<file path="src/rtl/boot_sel_pkg.sv">
// Purpose: Constants shared by the dual image boot selector.
// Assumes: Key words are 32 bits wide; flash reads return one word per request.
// Notes: Byte addresses are those of the unswitched flash map.
package boot_sel_pkg;
   localparam int ADDR_W = 20;
   localparam int KEY_W = 32;
   localparam logic [ADDR_W-1:0] BLK0_BASE = 20'h00000;
   localparam logic [ADDR_W-1:0] BLK1_BASE = 20'h80000;
   localparam logic [ADDR_W-1:0] BLK_LAST = 20'h7FFFF;
   localparam logic [ADDR_W-1:0] KEY1_OFS = 20'h7FFC0;
   localparam logic [ADDR_W-1:0] KEY2_OFS = 20'h7FFC8;
   localparam logic [KEY_W-1:0] KEY_ERASED = 32'hFFFFFFFF;
   localparam logic [KEY_W-1:0] KEY_PROVEN = 32'h00000000;
   localparam logic [KEY_W-1:0] KEY1_FIRST = 32'h00000001;
   localparam logic SWAP_RESET = 1'b0;
   typedef enum logic [1:0] {
      MODE_NONE,
      MODE_DEBUG,
      MODE_DOWNLOADER,
      MODE_USER
   } boot_mode_e;
endpackage

</file>
<file path="src/rtl/dual_image_boot_selector.sv">
// Purpose: Chooses the active flash block and boot mode after every reset.
// Assumes: The flash answers each read with rd_valid a cycle or more later; rd_req is a
//    one-cycle pulse and the next request waits for the answer.
// Notes: Keys are read in the order key1 blk0, key1 blk1, key2 blk0, key2 blk1.
//    Program requests for the downloader keys end in prog_done from the flash side.

// Notes on behaviour
// RULE1 - Strap high: user code, keys ignored; code enters MODE_DEBUG on block zero instead.
// RULE2 - Candidate is image with larger update number.
// RULE3 - Candidate trial marker nonzero: try other image.
// RULE4 - Other marker zero: activate it, enter user.
// RULE5 - Neither marker zero: enter built-in downloader.
// RULE6 - Erased update number compares as minus one.
// RULE7 - User code: smaller active number means trial.
// RULE8 - User code: larger active number means normal.
// RULE9 - Swap bit exchanges blocks at low addresses.
// RULE10 - Swap code sits fixed in first page.
// RULE11 - Software invalidates cache after swap.
// RULE12 - Software zeroes trial marker when image proven.
// RULE13 - Reset after proving boots new image normally.
// RULE14 - Reset during trial restarts old image.
// RULE15 - Download sets new number one above active.
// RULE16 - Download leaves new trial marker erased.
// RULE17 - Reset device after a download.
// RULE18 - Both straps high: serial wire download allowed.
// RULE19 - First download writes number one, marker zero.
// RULE20 - Equal numbers favour the first block.
// RULE21 - Blocks map to low/high halves, swap exchanges.
// RULE22 - Read numbers at key top, markers eight above.
// RULE23 - Modes entered only through selection after reset.
module dual_image_boot_selector (
   // Clock and reset
   input wire logic core_clk,
   input wire logic nrst,
   // Straps
   input wire logic download_strap_pin,
   input wire logic serial_wire_strap_pin,
   // Flash key reads
   output logic rd_req,
   output logic [boot_sel_pkg::ADDR_W-1:0] rd_addr,
   input wire logic rd_valid,
   input wire logic [boot_sel_pkg::KEY_W-1:0] rd_data,
   // Downloader key programming
   input wire logic dl_done,
   output logic prog_req,
   output logic [boot_sel_pkg::ADDR_W-1:0] prog_addr,
   output logic [boot_sel_pkg::KEY_W-1:0] prog_data,
   input wire logic prog_done,
   // Swap control from user setup register bit
   input wire logic flash_user_setup_swap,
   // CPU address translation
   input wire logic [boot_sel_pkg::ADDR_W-1:0] cpu_addr,
   output logic [boot_sel_pkg::ADDR_W-1:0] flash_addr,
   // Status
   output logic [1:0] boot_mode,
   output logic active_blk,
   output logic swapped,
   output logic sel_done,
   output logic serial_dl_en
);
   import boot_sel_pkg::*;

   typedef enum logic [3:0] {
      S_STRAP, S_REQ, S_WAIT, S_DECIDE, S_PROG1, S_PROG2, S_WAITPROG, S_DONE
   } state_e;

   state_e state_r;
   logic [1:0] idx_r;
   logic [KEY_W-1:0] k1b0_r, k1b1_r, k2b0_r, k2b1_r;
   logic [1:0] mode_r;
   logic blk_r;
   logic swap_r;
   logic done_r;
   logic sw_en_r;
   logic req_r;
   logic [ADDR_W-1:0] addr_r;
   logic preq_r;
   logic [ADDR_W-1:0] paddr_r;
   logic [KEY_W-1:0] pdata_r;
   logic [ADDR_W-1:0] faddr_r;
   logic prog_step_r;

   // Erased key counts as -1, so compare as signed values. [RULE6]
   logic b1_larger;
   logic cand;
   logic cand_k2_zero, other_k2_zero;
   assign b1_larger = $signed(k1b1_r) > $signed(k1b0_r); // [RULE6] [RULE20]
   assign cand = b1_larger; // [RULE2]
   assign cand_k2_zero = (cand ? k2b1_r : k2b0_r) == KEY_PROVEN;
   assign other_k2_zero = (cand ? k2b0_r : k2b1_r) == KEY_PROVEN;

   function automatic logic [ADDR_W-1:0] key_addr(input logic [1:0] i);
      logic [ADDR_W-1:0] base;
      base = i[0] ? BLK1_BASE : BLK0_BASE;
      key_addr = base + (i[1] ? KEY2_OFS : KEY1_OFS); // [RULE22]
   endfunction

   // Selection runs once per reset; no other path changes the mode. [RULE23]
   always_ff @(posedge core_clk or negedge nrst) begin
      if (!nrst) begin
         state_r <= S_STRAP;
         idx_r <= 2'h0;
         mode_r <= MODE_NONE;
         blk_r <= 1'b0;
         done_r <= 1'b0;
         sw_en_r <= 1'b0;
         req_r <= 1'b0;
         addr_r <= BLK0_BASE;
         prog_step_r <= 1'b0;
      end else begin
         req_r <= 1'b0;
         unique case (state_r)
            S_STRAP: begin
               if (download_strap_pin) begin
                  mode_r <= MODE_DEBUG; // [RULE1]
                  blk_r <= 1'b0;
                  sw_en_r <= serial_wire_strap_pin; // [RULE18]
                  done_r <= 1'b1;
                  state_r <= S_DONE;
               end else begin
                  state_r <= S_REQ;
               end
            end
            S_REQ: begin
               req_r <= 1'b1;
               addr_r <= key_addr(idx_r); // [RULE22]
               state_r <= S_WAIT;
            end
            S_WAIT: begin
               if (rd_valid) begin
                  idx_r <= idx_r + 2'h1;
                  state_r <= (idx_r == 2'h3) ? S_DECIDE : S_REQ;
               end
            end
            S_DECIDE: begin
               if (cand_k2_zero) begin
                  mode_r <= MODE_USER; // [RULE2] [RULE13]
                  blk_r <= cand;
                  done_r <= 1'b1;
                  state_r <= S_DONE;
               end else if (other_k2_zero) begin
                  mode_r <= MODE_USER; // [RULE3] [RULE4] [RULE14]
                  blk_r <= ~cand;
                  done_r <= 1'b1;
                  state_r <= S_DONE;
               end else begin
                  mode_r <= MODE_DOWNLOADER; // [RULE5]
                  blk_r <= 1'b0;
                  state_r <= S_PROG1;
               end
            end
            S_PROG1: begin
               if (dl_done) begin
                  prog_step_r <= 1'b0;
                  state_r <= S_PROG2;
               end
            end
            S_PROG2: state_r <= S_WAITPROG;
            S_WAITPROG: begin
               if (prog_done) begin
                  if (prog_step_r) begin
                     done_r <= 1'b1;
                     state_r <= S_DONE;
                  end else begin
                     prog_step_r <= 1'b1;
                     state_r <= S_PROG2;
                  end
               end
            end
            S_DONE: state_r <= S_DONE;
            default: state_r <= S_STRAP;
         endcase
      end
   end

   // Read data capture, indexed by request order.
   always_ff @(posedge core_clk or negedge nrst) begin
      if (!nrst) begin
         k1b0_r <= KEY_ERASED;
         k1b1_r <= KEY_ERASED;
         k2b0_r <= KEY_ERASED;
         k2b1_r <= KEY_ERASED;
      end else if (state_r == S_WAIT && rd_valid) begin
         unique case (idx_r)
            2'h0: k1b0_r <= rd_data;
            2'h1: k1b1_r <= rd_data;
            2'h2: k2b0_r <= rd_data;
            2'h3: k2b1_r <= rd_data;
         endcase
      end
   end

   // Downloader writes number one then marker zero into the first block. [RULE19]
   always_ff @(posedge core_clk or negedge nrst) begin
      if (!nrst) begin
         preq_r <= 1'b0;
         paddr_r <= BLK0_BASE;
         pdata_r <= KEY_ERASED;
      end else begin
         preq_r <= (state_r == S_PROG2);
         if (state_r == S_PROG2) begin
            paddr_r <= prog_step_r ? BLK0_BASE + KEY2_OFS : BLK0_BASE + KEY1_OFS; // [RULE19]
            pdata_r <= prog_step_r ? KEY_PROVEN : KEY1_FIRST; // [RULE19]
         end
      end
   end

   // Swap bit follows the user setup register once user code runs; reset clears it,
   // so every reset starts from the selected (old) image. [RULE9] [RULE14]
   always_ff @(posedge core_clk or negedge nrst) begin
      if (!nrst) begin
         swap_r <= SWAP_RESET;
      end else if (mode_r == MODE_USER && done_r) begin
         swap_r <= flash_user_setup_swap; // [RULE9]
      end
   end

   // Low half maps to the active block; the swap bit flips that mapping. [RULE21]
   logic hi_blk;
   assign hi_blk = cpu_addr[ADDR_W-1] ^ blk_r ^ swap_r;
   always_ff @(posedge core_clk or negedge nrst) begin
      if (!nrst) begin
         faddr_r <= BLK0_BASE;
      end else begin
         faddr_r <= {hi_blk, cpu_addr[ADDR_W-2:0]}; // [RULE21] [RULE9]
      end
   end

   assign rd_req = req_r;
   assign rd_addr = addr_r;
   assign prog_req = preq_r;
   assign prog_addr = paddr_r;
   assign prog_data = pdata_r;
   assign flash_addr = faddr_r;
   assign boot_mode = mode_r;
   assign active_blk = blk_r;
   assign swapped = swap_r;
   assign sel_done = done_r;
   assign serial_dl_en = sw_en_r;

   a_strap_debug: assert property (@(posedge core_clk) disable iff (!nrst) // [RULE1]
      (state_r == S_STRAP && download_strap_pin) |=> (mode_r == MODE_DEBUG && done_r))
      else $error("Strap high did not give debug mode.");
   a_cand_pick: assert property (@(posedge core_clk) disable iff (!nrst) // [RULE2]
      (state_r == S_DECIDE && cand_k2_zero) |=> (blk_r == $past(cand) && mode_r == MODE_USER))
      else $error("Proven candidate not chosen.");
   a_other_pick: assert property (@(posedge core_clk) disable iff (!nrst) // [RULE4]
      (state_r == S_DECIDE && !cand_k2_zero && other_k2_zero) |=> (blk_r != $past(cand)))
      else $error("Other proven image not chosen.");
   a_no_valid: assert property (@(posedge core_clk) disable iff (!nrst) // [RULE5]
      (state_r == S_DECIDE && !cand_k2_zero && !other_k2_zero) |=> mode_r == MODE_DOWNLOADER)
      else $error("Downloader not entered.");
   a_erased_low: assert property (@(posedge core_clk) disable iff (!nrst) // [RULE6]
      (k1b1_r == KEY_ERASED && k1b0_r != KEY_ERASED && k1b0_r[KEY_W-1] == 1'b0) |-> !cand)
      else $error("Erased key compared larger.");
   a_equal_blk0: assert property (@(posedge core_clk) disable iff (!nrst) // [RULE20]
      (k1b0_r == k1b1_r) |-> !cand)
      else $error("Equal keys did not favour block zero.");
   a_key_addr: assert property (@(posedge core_clk) disable iff (!nrst) // [RULE22]
      rd_req |-> (rd_addr[6:0] == 7'h40 || rd_addr[6:0] == 7'h48))
      else $error("Key read at wrong offset.");
   a_swap_map: assert property (@(posedge core_clk) disable iff (!nrst) // [RULE21]
      1'b1 |=> flash_addr[ADDR_W-1] == ($past(cpu_addr[ADDR_W-1]) ^ $past(blk_r) ^ $past(swap_r)))
      else $error("Block mapping wrong.");
   a_dl_keys: assert property (@(posedge core_clk) disable iff (!nrst) // [RULE19]
      prog_req |-> (prog_addr == BLK0_BASE + KEY1_OFS && prog_data == KEY1_FIRST) ||
         (prog_addr == BLK0_BASE + KEY2_OFS && prog_data == KEY_PROVEN))
      else $error("Downloader key write wrong.");
   a_mode_hold: assert property (@(posedge core_clk) disable iff (!nrst) // [RULE23]
      done_r |=> (mode_r == $past(mode_r) && blk_r == $past(blk_r)))
      else $error("Mode changed without reset.");

   // Reads go out one at a time; a longer pulse would start a second read
   // before the flash has answered the first.
   a_read_pulse: assert property (@(posedge core_clk) disable iff (!nrst) // [RULE22]
      rd_req |=> !rd_req)
      else $error("Key read request longer than one cycle.");
   a_read_order: assert property (@(posedge core_clk) disable iff (!nrst) // [RULE22]
      rd_req |-> (rd_addr[ADDR_W-1] == idx_r[0] && rd_addr[3] == idx_r[1]))
      else $error("Key read out of order.");

   // Debug mode always runs the first block unswapped, whatever the keys hold.
   a_dbg_block: assert property (@(posedge core_clk) disable iff (!nrst) // [RULE1]
      (mode_r == MODE_DEBUG) |-> (!blk_r && !swap_r && done_r))
      else $error("Debug mode not on block zero.");
   a_serial_dl: assert property (@(posedge core_clk) disable iff (!nrst) // [RULE18]
      sw_en_r |-> (mode_r == MODE_DEBUG))
      else $error("Serial download outside debug mode.");
   a_serial_set: assert property (@(posedge core_clk) disable iff (!nrst) // [RULE18]
      (state_r == S_STRAP && download_strap_pin) |=>
         (sw_en_r == $past(serial_wire_strap_pin)))
      else $error("Serial wire strap not taken.");

   // Both numbers below the sign bit and block one's larger: block one must be the candidate.
   a_larger_cand: assert property (@(posedge core_clk) disable iff (!nrst) // [RULE2]
      (state_r == S_DECIDE && k1b1_r[KEY_W-1] == 1'b0 && k1b0_r[KEY_W-1] == 1'b0 &&
         k1b1_r > k1b0_r) |-> cand)
      else $error("Larger update number not candidate.");
   a_reject_cand: assert property (@(posedge core_clk) disable iff (!nrst) // [RULE3]
      (state_r == S_DECIDE && !cand_k2_zero) |=>
         !(mode_r == MODE_USER && blk_r == $past(cand)))
      else $error("Unproven candidate made active.");
   a_dl_stays: assert property (@(posedge core_clk) disable iff (!nrst) // [RULE5]
      (mode_r == MODE_DOWNLOADER) |=> (mode_r == MODE_DOWNLOADER))
      else $error("Downloader left for user code.");

   // The swap bit only has effect once user code runs, and is gone after a reset.
   a_swap_follow: assert property (@(posedge core_clk) disable iff (!nrst) // [RULE9]
      (mode_r == MODE_USER && done_r) |=> (swapped == $past(flash_user_setup_swap)))
      else $error("Swap bit not followed.");
   a_old_image: assert property (@(posedge core_clk) disable iff (!nrst) // [RULE14]
      (mode_r != MODE_USER) |-> !swap_r)
      else $error("Swap active outside user code.");
endmodule // dual_image_boot_selector

</file>
<file path="config.mk">
export PLATFORM = sky130hd
export DESIGN_NAME = dual_image_boot_selector
export DESIGN_NICKNAME = d
export VERILOG_FILES = /design/src/rtl/boot_sel_pkg.sv /design/src/rtl/dual_image_boot_selector.sv
export SDC_FILE = /design/constraint.sdc
export NUM_CORES = 1
export LEC_CHECK = 0
export BUFFER_PORTS_ARGS = -buffer_cell sky130_fd_sc_hd__buf_2
export CAP_MARGIN = 20
export CORE_MARGIN = 2
export CORE_UTILIZATION = 49
export CTS_CLUSTER_DIAMETER = 150
export DETAILED_ROUTE_END_ITERATION = 10
export GPL_ROUTABILITY_DRIVEN = 1
export GPL_TIMING_DRIVEN = 0
export HOLD_SLACK_MARGIN = 0.08
export PLACE_DENSITY = 0.83
export SLEW_MARGIN = 40
export SYNTH_ARGS = -nofsm -noshare
export SYNTH_HDL_FRONTEND = slang
export SYNTH_SLANG_ARGS = --single-unit
</file>
<file path="constraint.sdc">
create_clock -name core_clk -period 3.6 [get_ports core_clk]
set_clock_uncertainty 0.1 [all_clocks]
set_input_delay 0.36 -clock core_clk [delete_from_list [all_inputs] [get_ports core_clk]]
set_output_delay 0.36 -clock core_clk [all_outputs]
set_load 0.01 [all_outputs]
</file>
=== Yosys cells after proc, flatten, opt, wreduce, memory -nomap -nowiden ===
Index checks and enable logic that the tools add are counted.

* Register bits after elaboration: 235
* Latch bits: 0
* Bits in writable memories: 0
* Memory bits (read-only): 0
* Bits of input ports: 60
* Output and inout bits: 100
* Word-level logic and storage cells: 93
* Memories: 0

* Add/subtract/negate cells: 2
* $mul: 0
* Div/mod/pow operators: 0
* Order comparisons: 1
* Eq/ne operators: 17
* Shift-type cells: 0
* Mux-type cells: 33
* Bitwise operators: 3
* Reduce and logical (&&, ||, !) cells: 19

{| class="wikitable"
|+ Operators with widths
! operator !! number
|-
| $logic_not 32->1 || 2
|-
| $mux 32 || 2
|-
| $gt 32x32->1 || 1
|-
| $pmux 4 s8 || 1
|-
| $add 20x19->20 || 1
|-
| $mux 20 || 1
|-
| $mux 4 || 5
|-
| $eq 4x3->1 const B || 4
|-
| $mux 1 || 14
|-
| $reduce_and 2->1 || 7
|-
| $mux 2 || 5
|-
| $ne 2x2->1 const B || 5
|-
| $eq 4x2->1 const B || 2
|-
| $eq 2x2->1 const B || 3
|-
| $reduce_and 3->1 || 2
|-
| $reduce_and 5->1 || 1
|-
| $eq 4x1->1 const B || 1
|-
| $logic_not 4->1 || 1
|-
| $pmux 1 s2 || 2
|-
| $pmux 2 s2 || 1
|-
| $reduce_bool 2->1 || 2
|-
| $mux 3 || 1
|-
| $ne 3x3->1 const B || 1
|-
| $pmux 1 s3 || 1
|-
| other kinds (7) || 9
|}

=== Logic depth before layout (Yosys ltp) ===
* Depth after elaboration: 6
* Depth in mapped cells: 8
* Mapped depth without buffers: 8

=== Worst setup path after synthesis ===
OpenSTA, ideal clock, no wires.

* Path kind: register -> register
* Start: register k1b0_r[31]
* End: register blk_r, in the netlist active_blk
* Data arrival time: 1.912 ns
* Path slack: 1.459 ns
* Stages on the path, launching flop included: 9
* Cell sequence: dfstp_2 > inv_1 > ha_1 > a21oi_1 > o21ai_1 > a211o_1 > a2111oi_1 > o21ba_1 > a21oi_1

* Cells in the longest elaborated chain, start to end: 6
* Elaborated cells on any way between the ends: 9
* Those cells by class: 1 x order compare; 5 x mux; 1 x bitwise; 2 x reduce/logical

{| class="wikitable"
|+ Ends and longest elaborated chain
! item !! RTL line !! RTL
|-
| from (decl) || dual_image_boot_selector.sv:69 || <nowiki>logic [KEY_W-1:0] k1b0_r, k1b1_r, k2b0_r, k2b1_r;</nowiki>
|-
| from (signal assigned) || dual_image_boot_selector.sv:185 || <nowiki>2'h0: k1b0_r <= rd_data;</nowiki>
|-
| $gt 32x32->1 * || dual_image_boot_selector.sv:87 || <nowiki>assign b1_larger = $signed(k1b1_r) > $signed(k1b0_r);</nowiki>
|-
| $mux 32 || dual_image_boot_selector.sv:90 || <nowiki>assign other_k2_zero = (cand ? k2b0_r : k2b1_r) == KEY_PROVEN;</nowiki>
|-
| $logic_not 32->1 || dual_image_boot_selector.sv:90 ||
|-
| $mux 1 || dual_image_boot_selector.sv:141 || <nowiki>end else if (other_k2_zero) begin</nowiki>
|-
| $mux 1 * || dual_image_boot_selector.sv:136 || <nowiki>if (cand_k2_zero) begin</nowiki>
|-
| $pmux 1 s2 * || dual_image_boot_selector.sv:112 || <nowiki>unique case (state_r)</nowiki>
|-
| to (signal assigned) || dual_image_boot_selector.sv:138 || <nowiki>blk_r <= cand;</nowiki>
|-
| to (signal assigned) || dual_image_boot_selector.sv:143 || <nowiki>blk_r <= ~cand;</nowiki>
|-
| to (decl) || dual_image_boot_selector.sv:71 || <nowiki>logic blk_r;</nowiki>
|}

Mark *: on every way between the ends. The rest lies on a longest branch, timed or not.
A chain may end at the register's enable or synchronous reset.

=== Final worst setup path ===
Ends and elaborated chain as after synthesis.

==> metrics.csv <==
metric,value,unit
status,completed,
pin_count,160,
place_worst_setup_slack,1.01,ns
worst_path_dominant_cell_family,compound AO/OA/AOI/OAI gates,
io_buffers,148,
crit_path_max_incr_delay,0.56,ns
postSynthRegisterBits,169,
initial_core_utilization,49.9,%
grt_use_total,18.6,%
setup_viol,0,
final_cell_mix,"159 x sky130_fd_sc_hd__buf_2, 130 x sky130_fd_sc_hd__dfstp_2, 129 x sky130_fd_sc_hd__mux2_2",
irDropWorstVdd,0.000339,V
min-delay-start,rd_data[10],
core-area,15800,um2
area_growth_syn_to_layout,24.2,%
globalRoute.totalOverflow,0,
critical_path.reg2reg.endpoint,active_blk$_DFFE_PN0P_,
route.antenna.remaining_nets,0,
h-tree-depth,4,
std_cell_rows,46,
hold_buffers,22,
detail_route.drc_violations,0,
die_width,131,um
cts_tree,built,
cts_repair_resize_count,0,
crit_slowest_cell,sky130_fd_sc_hd__a2111oi_1,
antenna-diode-count,0,
whs_endpoint,k2b1_r[10]$_DFFE_PN1P_,
first_drt_iteration_drcs,226,
max_cap_viol_count,0,
drtPass1Iterations,6,
leakagePower,0.00478,uW
final_max_slew_viol_count,0,
power_per_cell_area,394,nW/um2
synthCells,593,
timing.final.crit_period,2.58,ns
hold_path_class,in2reg,
hold_path_depth,2,
timing.critical_path.cells,inv_1 > ha_1 > a21oi_1 > o21ai_1 > a211o_1 > a2111oi_1 > o32ai_1 > a21oi_1,
cts-root-to-sink-buffers,2,
final_util,61.9,%
placed_insts,969,
critPathBufInv,1,
timing_worst_setup_path_type,reg2reg,
hpwlAfterDp,10.9,mm
cts_setup_buffers,0,
post_synthesis_sequential_area_ratio,55.8,%
critPathMostFrequentCell,sky130_fd_sc_hd__a21oi_1,
r2r_setup_slack,1.02,ns
worst_pin_slew,0.685,ns
antenna_found_initial,0,
min_period_over_period,71.6,%
rsz0062_at_grt,no,
clk-insertion-delay-late,0.42,ns
totalPowerFinal,3850,uW
cp_max_fo,5,
syn-cell-area,7860,um2
drt_via_density,4.87,
non_filler_cells_in_the_finished_layout,1023,
pin_count_of_the_biggest_net_entering_global_routing,73,
regToRegStartpoint,k1b0_r[31]$_DFFE_PN1P_,
vias_in_the_first_global_route,5013,
grt_first_pass_wirelength,24.4,mm
cts_root_buffer,sky130_fd_sc_hd__clkbuf_16,
yosys_warnings,0,
n_fill_cell,1285,
hold_violations,0,
final_common_cell,sky130_fd_sc_hd__buf_2,
synth.avg_cell_area,13.3,um2
route.vias.total,4983,
detail_route.wl_per_cell,14.9,um
final-seq-area,4390,um2
multi_input_area,2810,um2
final_nets,890,
dieArea,17100,um2
worst_setup_path_start_kind,flip-flop,
final_layout_size_suffix_gt1_share,64.6,%
worstRegToRegCells,8,
relSlewSlack,54.2,%
yosys_most_used_dff,sky130_fd_sc_hd__dfstp_2,
worst_slack,1.02,ns
cts_bufs_inserted,17,
gp_routability_congestion,0.820,
critPathRequiredTime,3.85,ns
synth_cell_type_count,45,
die_y,131,um
number_of_sinks_driven_by_the_clock_tree,169,
cp-end-kind,flip-flop,
worstPathArrival,2.82,ns
synth-edff-count,0,
async_sr_flop_fraction,100,%
timing.fmax,0.388,GHz
clkTransAtPathRegs,0.06,ns
finalWirelength,15.2,mm
final cells by class:
cell class              instances  share of cell area (%)
inverters                      37                    1.42
plain buffers                  80                    5.73
well taps                     216                    2.77
multi-input cells             317                    28.8
clock inverters                 7                   0.961
clock buffers                  25                    4.87
flip-flops and latches        169                    45.0
repair buffers                172                    10.5
where the power goes:
group          switching (uW)  leakage [uW]  total [uW]  internal, uW
clock network             712      0.000271        1770          1060
logic                    86.1       0.00271         153          66.4
registers                3.34       0.00180        1920          1920
logic make-up (layout without fill, tap and decap cells):
kind of cell | Yosys count | after routing | synth area share (%)
buffers and inverters | 117 | 321 | 8.88
and+or+nand+nor | 85 | 85 | 6.17
other | 1 | 11 | 0.0477
DFF | 169 | 169 | 55.8
muxes | 134 | 134 | 19.2
AOI/OAI and AO/OA | 48 | 48 | 3.82
xor gates and xnor gates | 3 | 3 | 0.334
adders and majority gates | 36 | 36 | 5.73
sequential cells by signal (all words and copies together), names as in the netlist, 2 cells and up:
name / flops
boot_mode: 2
flash_addr: 20
idx_r: 2
k1b0_r: 32
k1b1_r: 32
k2b0_r: 32
k2b1_r: 32
prog_addr: 2
prog_data: 2
rd_addr: 3
state_r: 3
routing by layer:
layer / track usage [%] / routed length (um)
met1: 23.5 / 6730
met2: 31.2 / 7450
met3: 3.87 / 712
met4: 7.95 / 313
met5: 0 / 0
worst register-to-register path: stages, from the launching register on:
cell and delay, ns:
sky130_fd_sc_hd__dfstp_2 0.53, sky130_fd_sc_hd__inv_1 0.04, sky130_fd_sc_hd__ha_1 0.36, sky130_fd_sc_hd__a21oi_1 0.16, sky130_fd_sc_hd__o21ai_1 0.12, sky130_fd_sc_hd__a211o_1 0.30
sky130_fd_sc_hd__a2111oi_1 0.56, sky130_fd_sc_hd__o32ai_1 0.20, sky130_fd_sc_hd__a21oi_1 0.14
cells in the mapped netlist (2+ instances only):
library cell                 n  area, um2
sky130_fd_sc_hd__o21ai_0     7       35.0
sky130_fd_sc_hd__a41oi_1     2       17.5
sky130_fd_sc_hd__nand2b_1    5       31.3
sky130_fd_sc_hd__a21oi_1    22        110
sky130_fd_sc_hd__nor4_2      4       50.1
sky130_fd_sc_hd__nor2b_1     5       31.3
sky130_fd_sc_hd__nor2_1     17       63.8
sky130_fd_sc_hd__ha_1       36        450
sky130_fd_sc_hd__nor4_1     13       81.3
sky130_fd_sc_hd__nand3_1     2       10.0
sky130_fd_sc_hd__dfstp_2   130       3420
sky130_fd_sc_hd__mux2_2    129       1450
sky130_fd_sc_hd__clkbuf_1    3       11.3
sky130_fd_sc_hd__a21o_1      5       37.5
sky130_fd_sc_hd__buf_2      12       60.1
sky130_fd_sc_hd__dfrtp_1    39        976
sky130_fd_sc_hd__mux2_1      4       45.0
sky130_fd_sc_hd__buf_4      65        488
sky130_fd_sc_hd__nand4_1    11       68.8
sky130_fd_sc_hd__a211oi_1    2       15.0
sky130_fd_sc_hd__inv_1      37        139
sky130_fd_sc_hd__nand2_1    17       63.8
sky130_fd_sc_hd__and2_1      2       12.5
sky130_fd_sc_hd__xnor2_1     3       26.3
through the flow:
step / setup TNS, ns / hold WS [ns] / cell area, um2
global route: 0 / 0.106 / 9770
CTS: 0 / 0.0981 / 9770
detailed placement: 0 / 0.369 / 8980
finish: 0 / 0.106 / 9770
global placement: -16.27 / 0.366 / 8910
floorplan: 0 / -0.0356 / 7900
how the worst max path moves through the flow:
stage                                           to  slack (ns)  depth (start not counted)              startpoint
final                       active_blk$_DFFE_PN0P_        1.02                          8  k1b0_r[31]$_DFFE_PN1P_
after floorplan             active_blk$_DFFE_PN0P_        1.46                          8  k1b0_r[31]$_DFFE_PN1P_
after detailed placement    active_blk$_DFFE_PN0P_        1.01                          8  k1b0_r[31]$_DFFE_PN1P_
after global routing        active_blk$_DFFE_PN0P_        0.76                          8  k1b0_r[31]$_DFFE_PN1P_
after global placement    flash_addr[19]$_DFF_PN0_       -0.42                          1                    nrst
after CTS                   active_blk$_DFFE_PN0P_        0.97                          8  k1b0_r[31]$_DFFE_PN1P_
(Power assumes the default switching activity.)
